===== src/srl_pkg.sv =====
// Package: register map, field positions, reset values and divider codes
package srl_pkg;
	localparam logic [0:0] ADDR_CONTROL = 1'h0;
	localparam logic [0:0] ADDR_SOURCE = 1'h1;
	localparam int CTL_ENABLE_BIT = 7;
	localparam int CTL_DIV_LSB = 4;
	localparam int CTL_TRUE_OE_BIT = 3;
	localparam int CTL_INV_OE_BIT = 2;
	localparam int CTL_SET_PULSE_BIT = 1;
	localparam int CTL_RESET_PULSE_BIT = 0;
	localparam int SRC_PERIPH_SET_BIT = 7;
	localparam int SRC_CLOCK_SET_BIT = 6;
	localparam int SRC_CMP2_SET_BIT = 5;
	localparam int SRC_CMP1_SET_BIT = 4;
	localparam int SRC_PERIPH_RST_BIT = 3;
	localparam int SRC_CLOCK_RST_BIT = 2;
	localparam int SRC_CMP2_RST_BIT = 1;
	localparam int SRC_CMP1_RST_BIT = 0;
	localparam logic [7:0] CONTROL_RESET = 8'h00;
	localparam logic [7:0] SOURCE_RESET = 8'h00;
	localparam int DIV_MIN_LOG2 = 2;
	localparam int DIV_CTR_WIDTH = 9;
endpackage : srl_pkg


===== src/srl_divider.sv =====
// Pulse clock divider: one-cycle enable every 4..512 peripheral cycles
`timescale 1ns/1ps
`default_nettype none
module srl_divider #(
	parameter int CTR_WIDTH = srl_pkg::DIV_CTR_WIDTH
) (
	input wire logic ref_clk,
	input wire logic rst_n,
	input wire logic run,
	input wire logic [2:0] div_sel,
	output logic pulse
);
	logic [CTR_WIDTH-1:0] count_r;
	logic [CTR_WIDTH-1:0] mask;

	// Code n divides by 2^(n+2)
	assign mask = CTR_WIDTH'((1 << (32'(div_sel) + srl_pkg::DIV_MIN_LOG2)) - 1);

	always_ff @(posedge ref_clk or negedge rst_n)
	begin
		if (!rst_n)
			count_r <= '0;
		// Holds between peripheral cycles so a slow enable stretches the period
		else if (run)
			count_r <= count_r + 1'b1;
	end


	assign pulse = run && ((count_r & mask) == mask);
endmodule : srl_divider
`default_nettype wire


===== src/srl_latch_control.sv =====
// Set/reset latch control: registers, source gating and latch state
`timescale 1ns/1ps
`default_nettype none
// Summary of operation
// Control bit 7 enables the latch when one, disables when zero.
// Comparator-2 set enable lets comparator 2 output set the latch.
// Comparator-1 set enable lets comparator 1 output set the latch.
// Peripheral set enable lets the peripheral input set the latch.
// Set and reset high together leave the latch reset.
// Firmware set and reset pulse bits self clear and read zero.
// Sources are comparators, interrupt pin and divided clock, each separately enabled.
// Latch state is undefined after reset; firmware initialises before enabling pins.
// Divider codes 000..111 give peripheral clock over 4 up to 512.
module srl_latch_control (
	input wire logic ref_clk,
	input wire logic resetn,
	input wire logic [0:0] reg_addr,
	input wire logic [7:0] reg_wdata,
	input wire logic reg_write,
	input wire logic reg_read,
	output logic [7:0] reg_rdata,
	input wire logic peripheral_cycle_enable,
	input wire logic [1:0] comparator_output,
	input wire logic external_interrupt_pin_one,
	output logic latch_q,
	output logic latch_q_n,
	output logic true_output_pin_enable,
	output logic inverted_output_pin_enable,
	output logic true_output_pin,
	output logic inverted_output_pin
);
	logic rst_meta_r;
	logic rst_sync_r;
	logic [7:0] control_r;
	logic [7:0] source_r;
	logic set_pulse_r;
	logic reset_pulse_r;
	logic state_r;
	logic state_nxt;
	logic clock_pulse;
	logic clock_tick_r;
	logic set_in;
	logic reset_in;
	logic latch_enable;
	logic divider_run;

	always_ff @(posedge ref_clk or negedge resetn)
	begin
		if (!resetn)
		begin
			rst_meta_r <= 1'b0;
			rst_sync_r <= 1'b0;
		end
		else
		begin
			rst_meta_r <= 1'b1;
			rst_sync_r <= rst_meta_r;
		end
	end

	// Control register; pulse bits never stored
	always_ff @(posedge ref_clk or negedge rst_sync_r)
	begin
		if (!rst_sync_r)
			control_r <= srl_pkg::CONTROL_RESET;
		else if (reg_write && reg_addr == srl_pkg::ADDR_CONTROL)
			control_r <= reg_wdata & 8'hfc;
	end

	always_ff @(posedge ref_clk or negedge rst_sync_r)
	begin
		if (!rst_sync_r)
			source_r <= srl_pkg::SOURCE_RESET;
		else if (reg_write && reg_addr == srl_pkg::ADDR_SOURCE)
			source_r <= reg_wdata;
	end

	// One-cycle firmware pulses
	always_ff @(posedge ref_clk or negedge rst_sync_r)
	begin
		if (!rst_sync_r)
		begin
			set_pulse_r <= 1'b0;
			reset_pulse_r <= 1'b0;
		end
		else
		begin
			set_pulse_r <= reg_write && reg_addr == srl_pkg::ADDR_CONTROL
				&& reg_wdata[srl_pkg::CTL_SET_PULSE_BIT];
			reset_pulse_r <= reg_write && reg_addr == srl_pkg::ADDR_CONTROL
				&& reg_wdata[srl_pkg::CTL_RESET_PULSE_BIT];
		end
	end

	always_ff @(posedge ref_clk or negedge rst_sync_r)
	begin
		if (!rst_sync_r)
			reg_rdata <= 8'h00;
		else if (reg_read)
			reg_rdata <= (reg_addr == srl_pkg::ADDR_CONTROL) ? control_r : source_r;
		else
			reg_rdata <= 8'h00;
	end

	assign latch_enable = control_r[srl_pkg::CTL_ENABLE_BIT];

	assign divider_run = latch_enable && peripheral_cycle_enable;

	srl_divider u_div (
		.ref_clk(ref_clk),
		.rst_n(rst_sync_r),
		.run(divider_run),
		.div_sel(control_r[srl_pkg::CTL_DIV_LSB +: 3]),
		.pulse(clock_pulse)
	);

	// Divider ticks in peripheral cycles; hold level one cycle as a clock source
	always_ff @(posedge ref_clk or negedge rst_sync_r)
	begin
		if (!rst_sync_r)
			clock_tick_r <= 1'b0;
		else
			clock_tick_r <= clock_pulse;
	end


	assign set_in = set_pulse_r
		| (source_r[srl_pkg::SRC_PERIPH_SET_BIT] & external_interrupt_pin_one)
		| (source_r[srl_pkg::SRC_CLOCK_SET_BIT] & clock_tick_r)
		| (source_r[srl_pkg::SRC_CMP2_SET_BIT] & comparator_output[1])
		| (source_r[srl_pkg::SRC_CMP1_SET_BIT] & comparator_output[0]);
	assign reset_in = reset_pulse_r
		| (source_r[srl_pkg::SRC_PERIPH_RST_BIT] & external_interrupt_pin_one)
		| (source_r[srl_pkg::SRC_CLOCK_RST_BIT] & clock_tick_r)
		| (source_r[srl_pkg::SRC_CMP2_RST_BIT] & comparator_output[1])
		| (source_r[srl_pkg::SRC_CMP1_RST_BIT] & comparator_output[0]);

	always_comb
	begin
		state_nxt = state_r;
		if (!latch_enable)
			state_nxt = state_r;
		else if (reset_in)
			state_nxt = 1'b0;
		else if (set_in)
			state_nxt = 1'b1;
	end

	// Real latch state is undefined at reset; zero keeps simulation clean
	always_ff @(posedge ref_clk or negedge rst_sync_r)
	begin
		if (!rst_sync_r)
			state_r <= 1'b0;
		else
			state_r <= state_nxt;
	end

	assign latch_q = state_r;
	assign latch_q_n = ~state_r;
	assign true_output_pin_enable = latch_enable && control_r[srl_pkg::CTL_TRUE_OE_BIT];
	assign inverted_output_pin_enable = latch_enable && control_r[srl_pkg::CTL_INV_OE_BIT];
	assign true_output_pin = state_r;
	assign inverted_output_pin = ~state_r;
endmodule : srl_latch_control
`default_nettype wire


===== config.mk =====
export PLATFORM = sky130hd
export DESIGN_NAME = srl_latch_control
export DESIGN_NICKNAME = d
export VERILOG_FILES = /design/src/srl_pkg.sv /design/src/srl_divider.sv /design/src/srl_latch_control.sv
export SDC_FILE = /design/constraint.sdc
export NUM_CORES = 1
export LEC_CHECK = 0
export ABC_CLOCK_PERIOD_IN_PS = 1070
export BUFFER_PORTS_ARGS = -buffer_cell sky130_fd_sc_hd__buf_2
export CORE_MARGIN = 1
export CORE_UTILIZATION = 25
export DETAILED_ROUTE_END_ITERATION = 7
export PLACE_DENSITY = 0.47
export SYNTH_ARGS = -nofsm -noshare
export SYNTH_HDL_FRONTEND = slang
export SYNTH_HIERARCHICAL = 1
export SYNTH_SLANG_ARGS = --single-unit

===== constraint.sdc =====
create_clock -name ref_clk -period 1.07 [get_ports ref_clk]
set_input_delay 0.107 -clock ref_clk [delete_from_list [all_inputs] [get_ports ref_clk]]
set_output_delay 0.107 -clock ref_clk [all_outputs]
set_load 0.02 [all_outputs]

# Yosys cells after proc, flatten, opt, wreduce, memory -nomap -nowiden
# Index checks and enable logic that the tools add are counted.
# totals
ff_bits,37
input_bits,17
word_cells,48
# classes
add_sub_neg,3
eq_ne,1
n_shift,1
n_mux,4
bitwise,19
n_reduce_logical,10
# ops
cell,n
left shift 1 x 32 -> 9 bit (first input constant),1
two-way mux 8 bit,2
adder 9 x 1 -> 9 bit (second input constant),1
AND 9 bit,1
== test 9 bit,1
subtractor 9 x 2 -> 9 bit (second input constant),1
AND 1 bit,8
logical AND 1 bit,8
OR 1 bit,8
adder 3 x 2 -> 4 bit (second input constant),1
two-way mux 1 bit,2
NOT 1 bit,2
AND reduction 2 bit,1
nonzero test 2 bit,1

# Depth between registers and ports, before layout
# Gate-level depths: netlist of run 1.
# depth
word_depth,7
mapped_depth,6
mapped_depth_nobuf,6

# Modules after synthesis
# The synthesis of run 1 kept the hierarchy.
# modules_own_cells
module,instances,cells_per_inst,area_per_inst_um2
srl_latch_control,1,78,1131.1
srl_divider,1,56,616.8

# Worst setup path after synthesis of run 1
# No wires, ideal clock.
# synth_path
kind,flip-flop to flip-flop
start,reg control_r[5]
end,reg clock_tick_r
setup_time_ns,0.087
t_arrival_ns,1.685
required_time_ns,0.983
path_slack_ns,-0.702
stages_incl_launch_ff,7
path_buffers,0
cell_sequence,dfrtp_1 -> inv_1 -> ha_1 -> nor3_2 -> a311oi_1 -> or3_1 -> a211oi_2
# synth_between
elab_chain_len,6
# synth_rtl
item,line_no,text
start: declaration,srl_latch_control.sv:34,logic [7:0] control_r;
start signal: assignment,srl_latch_control.sv:65,control_r <= srl_pkg::CONTROL_RESET;
start signal: assignment,srl_latch_control.sv:67,control_r <= reg_wdata & 8'hfc;
adder 3 x 2 -> 4 bit *,srl_divider.sv:17,assign mask = CTR_WIDTH'((1 << (32'(div_sel) + srl_pkg::DIV_MIN_LOG2)) - 1);
left shift 1 x 32 -> 9 bit *,srl_divider.sv:17,
subtractor 9 x 2 -> 9 bit *,srl_divider.sv:17,
AND 9 bit,srl_divider.sv:29,assign pulse = run && ((count_r & mask) == mask);
== test 9 bit *,srl_divider.sv:29,
logical AND 1 bit *,srl_divider.sv:29,
net clock_pulse,srl_latch_control.sv:40,logic clock_pulse;
end signal: assignment,srl_latch_control.sv:123,clock_tick_r <= clock_pulse;
end: declaration,srl_latch_control.sv:41,logic clock_tick_r;
# Mark *: on every way through the listed nets, which the timed path passes. The rest lies on a longest branch.
# A chain may end at the register's enable or synchronous reset.

# Worst setup path in the final report of run 1
# layout_path
start,reg control_r[6]
end,reg clock_tick_r
# The elaborated chain is that of the path after synthesis.

==> results of run 1 <==
sequential cells by signal, indices dropped and copies added (netlist names):
signal / cells
u_div/count_r: 9
reg_rdata: 8
source_r: 8
control_r: 6
clock_tick_r: 1
latch_q: 1
reset_pulse_r: 1
rst_meta_r: 1
rst_sync_r: 1
set_pulse_r: 1
layout make-up:
class	count	area share [%]
clock buffers	6	3.40
clock inverters	2	1.54
inverters	6	0.926
multi-input cells	87	34.1
flip-flops and latches	37	38.2
well taps	80	4.12
repair buffers	60	17.8
critical path: cells and delay by family (launching register included):
kind,cells,cell delay (ns)
flip-flops,1,0.43
XOR/XNOR,1,0.18
AO/OA/AOI/OAI,2,0.33
AND/OR/NAND/NOR,1,0.21
buffers and inverters,1,0.12
adder cells (fa/ha/maj),1,0.23
Yosys cell counts (2+ instances only):
| library cell | number | area, sq um |
|---|---|---|
| dfrtp_1 | 37 | 926 |
| mux2_2 | 9 | 101 |
| ha_1 | 8 | 100 |
| xnor2_1 | 8 | 70.1 |
| mux2i_1 | 7 | 70.1 |
| nor2b_1 | 7 | 43.8 |
| inv_1 | 6 | 22.5 |
| and2_1 | 5 | 31.3 |
| mux2_4 | 5 | 75.1 |
| nand2_1 | 5 | 18.8 |
| and3_1 | 4 | 25.0 |
| nand4_1 | 4 | 25.0 |
| xor2_1 | 3 | 26.3 |
| a211oi_1 | 2 | 15.0 |
| a222oi_1 | 2 | 20.0 |
| and4bb_2 | 2 | 25.0 |
| buf_4 | 2 | 15.0 |
| buf_6 | 2 | 22.5 |
| o22ai_1 | 2 | 12.5 |
kinds of logic (layout without fill, tap and decap cells):
group,Yosys count,count (layout),synth area share (%)
flip-flops,37,37,53.0
adder cells (fa/ha/maj),8,8,5.73
other,1,1,0.215
buffers and inverters,10,74,3.44
AO/OA/AOI/OAI,12,12,5.44
multiplexers,21,21,14.1
AND/OR/NAND/NOR,34,34,12.6
XOR/XNOR,11,11,5.51
power by group through the flow:
stage / clock network (W) / logic [W] / registers (W)
2_1_floorplan: 0 / 0.000597 / 0.00188
3_3_place_gp: 0 / 0.00122 / 0.00179
3_5_place_dp: 0 / 0.00122 / 0.00180
4_1_cts: 0.00133 / 0.00129 / 0.00177
5_1_grt: 0.00139 / 0.00150 / 0.00180
6_report: 0.00128 / 0.00137 / 0.00177
per-stage QoR:
stage | cells | util, % | cell area, sq um | setup WS [ns]
after floorplan | 134 | - | 1770 | -0.418
after global placement | 264 | 32.4 | 2190 | -0.464
after detailed placement | 264 | 32.4 | 2190 | -0.497
after CTS | 274 | 35.1 | 2370 | -0.517
after global routing | 278 | 36.0 | 2430 | -0.582
final | 278 | 36.0 | 2430 | -0.509
routing by layer:
layer | vias to the layer above | wire length, um
li1 | 599 | -
met1 | 587 | 1840
met3 | 6 | 184
met4 | 0 | 66
met2 | 32 | 1740
met5 | - | 0
how the worst max path moves through the flow:
stage                       startpoint           end  cells after the start
after floorplan           control_r[5]  clock_tick_r                      6
after global placement    control_r[5]  clock_tick_r                      6
after detailed placement  control_r[5]  clock_tick_r                      6
after CTS                 control_r[6]  clock_tick_r                      6
after global routing      control_r[5]  clock_tick_r                      6
final                     control_r[6]  clock_tick_r                      6
layout by cell type (no fill, tap or decap), drive strengths merged:
cell type    count
a211oi           3
a21oi            1
a222oi           2
a311oi           1
a32oi            1
and2             5
and3             4
and4bb           2
buf             59
bufinv           1
clkbuf           6
clkinvlp         1
conb             1
dfrtp           37
dlygate4sd3      1
ha               8
inv              6
mux2            14
mux2i            7
nand2            6
nand4            4
nor2             1
nor2b            8
nor3             1
nor3b            1
nor4b            1
o211ai           1
o21ai            1
o22ai            2
or3              1
xnor2            8
xor2             3
repair_timing:
action | 4_1_cts | 5_1_grt
buffers inserted | 2 | 6
pin swaps | 9 | 9
hold buffers | 1 | 0
endpoints found under the setup margin | 9 | 14
gates resized for setup | 13 | 10
endpoints found under the hold margin | 2 | 0
==> results.json, run 1 <==
{
  "clock_skew_ns": 0.00760,
  "worstHoldEndpoint": "control_r[7]",
  "r2r_slack_ns": -0.51,
  "ys.flop_type": "dfrtp_1",
  "grt_util_met3_pct": 3.27,
  "arrival_ns": 1.79,
  "start_util_pct": 25.9,
  "hold_ws_ns": 0.0517,
  "use_met2_pct": 17.4,
  "p_seq_share_pct": 40.0,
  "vdd_drop_max_mv": 0.575,
  "cts_inserted_buffers": 5,
  "cts_sinks": 37,
  "finalCritPeriodShare_pct": 148,
  "syn_avg_cell_area_sq_um": 13.0,
  "slew_viol_final": 0,
  "grt.overflow.total": 0,
  "portBuffers": 30,
  "hold_violations": 0,
  "finalCriticalPeriod_ns": 1.58,
  "multiInputGateArea_sq_um": 828,
  "rows": 30,
  "fin_setup_tns_ns": -1.96,
  "cp-start-kind": "flop",
  "fillers": 684,
  "synthCells": 134,
  "antenna_cells": 0,
  "dp_hpwl_um": 2660,
  "critPathKind": "reg2reg",
  "setup_viol_count_final": 11,
  "synth-async-reset-ratio_pct": 100,
  "drc": 0,
  "totalPowerFinal_w": 0.00443,
  "rr_worst_depth": 6,
  "cp-end-kind": "flop",
  "gp_congestion": 0.698,
  "hold_depth": 3,
  "globalRoute.busiestLayer": "met2",
  "drtPass1Iterations": 4,
  "internal_power_w": 0.00313,
  "clkPwrFrac_pct": 29.0,
  "synthesis.area_sq_um": 1750,
  "via_count": 1224,
  "net-switching-power_w": 0.00129,
  "grt_pass1_wl_um": 6360,
  "ant_nets": 0,
  "power-per-cell-area_nw_per_um2": 1820,
  "min_path_type": "in2reg",
  "wire_per_inst_um": 13.8,
  "worst_setup_hold_path_clk_slew_ns": 0.08,
  "crit_fanout": 6,
  "finalWorstSetupSlack_ns": -0.509,
  "cp_data_required_time_ns": 1.28,
  "antenna_found_initial": 0,
  "ys_ff_latch": 37,
  "r2r_start": "control_r[6]",
  "synth_edf_count": 0,
  "rsz0062_at_grt": "yes",
  "violations": "negative setup slack",
  "grt_pass1_vias": 1254,
  "holdCritStartpoint": "reg_wdata[7]",
  "die-area_sq_um": 7330,
  "p_sw_share_pct": 29.2,
  "p_leak_nw": 1.17,
  "clk_latency_ns": 0.29,
  "pin_count": 31,
  "ff_latch_area_sq_um": 928,
  "cp_slowest_cell": "dfrtp_1",
  "synth_nets": 159,
  "cts_tree": "yes",
  "r2r_end": "clock_tick_r",
  "fmax_mhz": 633,
  "cts_max_level": 2,
  "wl_um": 3830,
  "status": "complete, but fails checks",
  "clk_path_buf_depth": 2,
  "ys_types": 33,
  "seq_area_frac_synth_pct": 53.0,
  "grt_util_met1_pct": 15.2,
  "combPwrFrac_pct": 31.0,
  "grt_max_degree": 36,
  "fp.coreArea_sq_um": 6760,
  "initialDrtViolationCount": 30,
  "fin_nets": 222,
  "path_cells": "inv_2, ha_4, nor3b_1, a211oi_1, xor2_1, a211oi_2",
  "die_h_um": 85.6,
  "max_stage_delay_ns": 0.43,
  "cts-root-buf": "clkbuf_8",
  "track_usage_pct": 11.5,
  "yosys_warnings": 6,
  "maxCapViolations": 0,
  "area_delta_synth_final_pct": 39.1,
  "die_w_um": 85.6,
  "drive_above_1_share_pct": 52.0,
  "viasPerCell": 4.40
}
No activity file was read; power rests on OpenSTA's default activity.
==> run 2, diff against run 1 <==
- PLACE_DENSITY: 0.47 -> 0.48
- SYNTH_HIERARCHICAL: 1 -> unset
==> run 2 against run 1 <==
  * The flow still finishes with violations (negative setup slack)
  * Utilization up 2.7 points
  * Cell count grew 2.2%
  * Routed wire length up 7.0%
  * Power up 5.6%
==> results.json, run 2 <==
{
  "worst_setup_hold_path_clk_slew_ns": 0.08,
  "fillers": 615,
  "ys_ff_latch": 37,
  "power-per-cell-area_nw_per_um2": 1860,
  "yosys-top-cells-count": "dfrtp_1 (37), mux2_2 (13), ha_1 (8), nor2b_1 (8), xnor2_1 (8)",
  "maxCapViolations": 0,
  "p_leak_nw": 1.19,
  "rows": 29,
  "cts-root-buf": "clkbuf_8",
  "r2r_end": "clock_tick_r",
  "totalPowerFinal_w": 0.00467,
  "violations": "negative setup slack",
  "final_core_util_pct": 38.7,
  "cts_max_level": 2,
  "synth-async-reset-ratio_pct": 100,
  "synth_top_area_share_pct": 53.6,
  "r2r_start": "control_r[5]",
  "ant_nets": 0,
  "wl_um": 4100,
  "start_util_pct": 26.6,
  "finalCriticalPeriod_ns": 1.62,
  "setup_viol_count_final": 11,
  "slew_viol_final": 0,
  "largest_register_ffs": 9,
  "synth_edf_count": 0,
  "via_count": 1284,
  "finalCritPeriodShare_pct": 152,
  "crit_fanout": 6,
  "reg_top3": "u_div.count_r: 9 flops, reg_rdata: 8 flops, source_r: 8 flops",
  "synthMuxAreaShare_pct": 12.8,
  "ys_types": 32,
  "arrival_ns": 1.82,
  "rsz0062_at_grt": "yes",
  "synthCells": 138,
  "r2r_slack_ns": -0.55,
  "synthesis.area_sq_um": 1730,
  "status": "complete, but fails checks",
  "synth.area.top_cells": "dfrtp_1 (54%), mux2_2 (8.5%), ha_1 (5.8%), xnor2_1 (4.1%), mux2i_1 (3.5%)",
  "vdd_drop_max_mv": 0.874,
  "area_delta_synth_final_pct": 45.4,
  "grt_pass1_vias": 1436,
  "cp_data_required_time_ns": 1.27,
  "drc": 0,
  "multiInputGateArea_sq_um": 865,
  "grt_pass1_wl_um": 6800,
  "grt_max_degree": 25,
  "cts_tree": "yes",
  "cts_inserted_buffers": 5,
  "regMostFlops": "u_div.count_r",
  "fin_setup_tns_ns": -1.66,
  "pin_count": 31,
  "synth_adder_area_share_pct": 5.79,
  "layout.cells.non_filler": 284,
  "viasPerCell": 4.52,
  "use_met2_pct": 22.0,
  "finalWorstSetupSlack_ns": -0.551,
  "antenna_found_initial": 0,
  "ff_latch_area_sq_um": 930,
  "synth_top_area_cell": "dfrtp_1",
  "fin_area_sq_um": 2510,
  "final_common_cell": "dfrtp_1",
  "gp_congestion": 0.762,
  "dp.cells": 269,
  "portBuffers": 30,
  "grt_util_met3_pct": 3.11,
  "min_path_type": "in2reg",
  "syn_avg_cell_area_sq_um": 12.5,
  "dp_hpwl_um": 3070,
  "critPathKind": "reg2reg",
  "final_cell_mix": "dfrtp_1 (34), buf_2 (26), buf_4 (26)",
  "synth-xor-area-share_pct": 5.58,
  "synth_most_common_cell": "dfrtp_1",
  "synth_top_family_by_area": "multiplexers",
  "cp-endpoint": "clock_tick_r",
  "cts_sinks": 37,
  "clk_latency_ns": 0.29,
  "place_area_sq_um": 2220,
  "synth_nets": 163,
  "antenna_cells": 0,
  "fp.coreArea_sq_um": 6490,
  "yosys_warnings": 0,
  "seq_area_frac_synth_pct": 53.6,
  "grt.overflow.total": 0,
  "drtPass1Iterations": 5,
  "rr_worst_depth": 6,
  "die_h_um": 85.1,
  "grt_util_met1_pct": 14.0,
  "synth-compound-area-share_pct": 6.95,
  "fmax_mhz": 617,
  "drive_above_1_share_pct": 52.7,
  "globalRoute.busiestLayer": "met2",
  "clk_path_buf_depth": 2,
  "clock_skew_ns": 0.00917,
  "fin_nets": 231,
  "initialDrtViolationCount": 41,
  "wire_per_inst_um": 14.4,
  "die-area_sq_um": 7250,
  "die_w_um": 85.1,
  "synth_simple_gate_area_share_pct": 12.3,
  "track_usage_pct": 12.1,
  "hold_violations": 0,
  "cp-start-kind": "flop",
  "cp-end-kind": "flop",
  "startpoint": "control_r[5]",
  "ys.flop_type": "dfrtp_1"
}
==> run 2: changes by cell type after synthesis, sizes merged, moves of 2 or more <==
cell | before | now
o22ai | 2 | 0
nand3 | 0 | 3
nand4 | 4 | 2
nor2 | 1 | 3
and3 | 4 | 2
nor3 | 1 | 4
a211oi | 3 | 1
clkbuf | 0 | 2
a21oi | 1 | 4
o21ai | 1 | 4
==> run 2: logic make-up (layout without fill, tap and decap cells) <==
logic type                 count (synthesis)  in the layout
buffers and inverters                     10             79
DFF                                       37             37
AOI/OAI and AO/OA                         14             14
muxes                                     20             20
other                                      1              1
and+or+nand+nor                           37             37
adders and majority gates                  8              8
xor gates and xnor gates                  11             11
==> run 2: area by class of cell <==
type,count,area share [%]
Clock buffer,6,2.89
Clock inverter,2,1.39
Inverter,5,0.946
Multi-Input combinational cell,91,34.4
Sequential cell,37,37.0
Tap cell,77,3.83
Timing Repair Buffer,66,19.5
==> run 2: how the worst min path moves through the flow <==
stage	start	end	slack (ns)	depth (start not counted)
after floorplan	resetn	rst_meta_r	-0.19	0
after global placement	resetn	rst_meta_r	-0.11	1
after detailed placement	resetn	rst_meta_r	-0.11	1
after CTS	reg_wdata[5]	control_r[5]	0.05	3
after global routing	reg_wdata[0]	reset_pulse_r	0.05	2
final	reg_wdata[5]	control_r[5]	0.04	3
==> run 2: critical path, cell delays in order (launching register included) <==
cell,delay [ns]
dfrtp_2,0.49
inv_4,0.07
ha_4,0.31
and4bb_2,0.24
xor2_1,0.15
o21ai_1,0.08
a211oi_2,0.19
==> run 2: report_power, final <==
| part | total (W) | internal, W | switching (W) |
|---|---|---|---|
| clock network | 0.00118 | 0.000692 | 0.000493 |
| logic | 0.00165 | 0.000940 | 0.000706 |
| registers | 0.00184 | 0.00162 | 0.000220 |
==> run 2: through the flow <==
stage | hold slack, ns | worst slack [ns]
2_1_floorplan | -0.189 | -0.470
3_3_place_gp | -0.108 | -0.503
3_5_place_dp | -0.108 | -0.590
4_1_cts | 0.0460 | -0.550
5_1_grt | 0.0524 | -0.652
6_report | 0.0401 | -0.551
==> run 2: repair_timing <==
item	in CTS	in global routing
setup buffers	6	4
resized for setup	20	12
setup endpoints to repair	11	15
endpoints found under the hold margin	2	0
hold buffers	1	0
pin swaps	16	6
==> run 2: routing by layer <==
| layer | wire [um] | up-vias |
|---|---|---|
| li1 | - | 615 |
| met1 | 1780 | 627 |
| met2 | 2080 | 34 |
| met3 | 203 | 8 |
| met4 | 41 | 0 |
| met5 | 0 | - |
==> run 3, diff against run 2 <==
- PLACE_DENSITY: 0.48 -> unset
- PLACE_DENSITY_LB_ADDON: unset -> 0.08
- RECOVER_POWER: unset -> 100
==> run 3 against run 2 <==
  * The run still ends with negative setup slack left
  * Critical path depth did not move
  * Cell count increased by 1.8%
  * Sequential power is essentially flat
  * Setup slack improved by 0.031 ns
  * Routed wire length is 2.5% higher
==> results.json, run 3 (synthesized netlist as in run 2, its figures left out) <==
{
  "viasPerCell": 4.48,
  "grt_max_degree": 36,
  "worst_setup_hold_path_clk_slew_ns": 0.08,
  "rr_worst_depth": 6,
  "place_ws_ns": -0.605,
  "wire_per_inst_um": 14.5,
  "die-area_sq_um": 7250,
  "grt_pass1_vias": 1429,
  "portBuffers": 30,
  "hold_ws_ns": 0.0281,
  "status": "complete, but fails checks",
  "arrival_ns": 1.79,
  "drive_above_1_share_pct": 50.5,
  "totalPowerFinal_w": 0.00453,
  "via_count": 1296,
  "clk_path_buf_depth": 2,
  "hold_violations": 0,
  "clock_skew_ns": 0.00733,
  "crit_fanout": 6,
  "clk_latency_ns": 0.29,
  "drtPass1Iterations": 4,
  "initialDrtViolationCount": 36,
  "cts_sinks": 37,
  "fin_nets": 236,
  "cp_data_required_time_ns": 1.27,
  "cts_max_level": 2,
  "grt.overflow.total": 0,
  "worstHoldEndpoint": "set_pulse_r",
  "cp-end-kind": "flop",
  "antenna_found_initial": 0,
  "dp_hpwl_um": 3050,
  "violations": "negative setup slack",
  "r2r_slack_ns": -0.52,
  "cp_slowest_cell": "dfrtp_2",
  "area_delta_synth_final_pct": 46.1,
  "cts_tree": "yes",
  "finalWorstSetupSlack_ns": -0.520,
  "rows": 29,
  "cp-start-kind": "flop",
  "fmax_mhz": 629,
  "fp.coreArea_sq_um": 6490,
  "cts-root-buf": "clkbuf_8",
  "max_stage_delay_ns": 0.45,
  "drc": 0,
  "rsz0062_at_grt": "yes",
  "slew_viol_final": 0,
  "finalCriticalPeriod_ns": 1.59,
  "final_core_util_pct": 38.9,
  "r2r_end": "clock_tick_r",
  "finalCritPeriodShare_pct": 149,
  "maxCapViolations": 0,
  "path_cells": "inv_4, ha_4, and4bb_2, xor2_1, o21ai_1, a211oi_2",
  "regMostFlops": "u_div.count_r",
  "die_h_um": 85.1,
  "critPathKind": "reg2reg",
  "track_usage_pct": 13.2,
  "hold_depth": 2,
  "reg_top3": "u_div.count_r: 9 flops, reg_rdata: 8 flops, source_r: 8 flops",
  "final_common_cell": "dfrtp_1",
  "wl_um": 4200,
  "largest_register_ffs": 9,
  "grt_pass1_wl_um": 7230,
  "gp_congestion": 0.715,
  "pin_count": 31,
  "r2r_start": "control_r[5]",
  "setup_viol_count_final": 12,
  "die_w_um": 85.1,
  "fillers": 656,
  "p_leak_nw": 1.18,
  "min_path_type": "in2reg",
  "holdCritStartpoint": "reg_wdata[1]",
  "cts_inserted_buffers": 5,
  "power-per-cell-area_nw_per_um2": 1800,
  "antenna_cells": 0,
  "start_util_pct": 26.6,
  "vdd_drop_max_mv": 0.460,
  "ant_nets": 0,
  "final_cell_mix": "dfrtp_1 (34), buf_4 (22), buf_2 (15)"
}
[run 3: layer usage]
layer  up-vias  GRT usage [%]  wire, um
li1        624              -         -
met1       638           17.6      1950
met2        29           20.8      1980
met3         5           3.21       198
met4         0           4.62        68
met5         -              0         0
[run 3: worst max-delay path, delay by kind of cell (launching register included)]
kind	cells	cell delay (ns)
compound gates	2	0.31
xor+xnor	1	0.14
fa+ha+maj	1	0.30
buf+inv	1	0.06
flops	1	0.45
simple gates	1	0.23
[run 3: cell type report]
cell class / instances / area (sq um) / share of cell area [%]
Clock buffer: 5 / 68.8 / 2.73
Inverter: 5 / 23.8 / 0.942
Multi-Input combinational cell: 91 / 870 / 34.5
Timing Repair Buffer: 71 / 513 / 20.3
Clock inverter: 3 / 22.5 / 0.892
Sequential cell: 37 / 930 / 36.8
Tap cell: 77 / 96.3 / 3.82
[run 3: how the worst max path moves through the flow]
stage                            start      endpoint  depth (start not counted)
after CTS                 control_r[5]  clock_tick_r                          6
after global placement    control_r[6]  clock_tick_r                          5
final                     control_r[5]  clock_tick_r                          6
after floorplan           control_r[5]  clock_tick_r                          5
after detailed placement  control_r[6]  clock_tick_r                          6
after global routing      control_r[5]  clock_tick_r                          6
[run 3: power breakdown]
| part | total (W) | internal, W | leakage, nW | switching, W |
|---|---|---|---|---|
| Clock | 0.000995 | 0.000462 | 0.0481 | 0.000533 |
| Combinational | 0.00167 | 0.000971 | 0.681 | 0.000700 |
| Sequential | 0.00187 | 0.00162 | 0.454 | 0.000242 |
[run 3: stage by stage]
| stage | setup TNS, ns | cell area, sq um | cells |
|---|---|---|---|
| final | -1.80 | 2520 | 289 |
| after global routing | -2.58 | 2520 | 289 |
| after CTS | -1.72 | 2480 | 286 |
| after detailed placement | -1.30 | 2250 | 271 |
| after global placement | -1.06 | 2250 | 271 |
| after floorplan | -0.693 | 1780 | 138 |
[run 3: what timing repair did]
action | in CTS | in global routing
pin swaps | 18 | 10
endpoints found under the setup margin | 12 | 16
resized for setup | 21 | 16
endpoints found under the hold margin | 2 | 0
hold buffers | 1 | 0
cloned | 0 | 0
setup buffers | 7 | 3
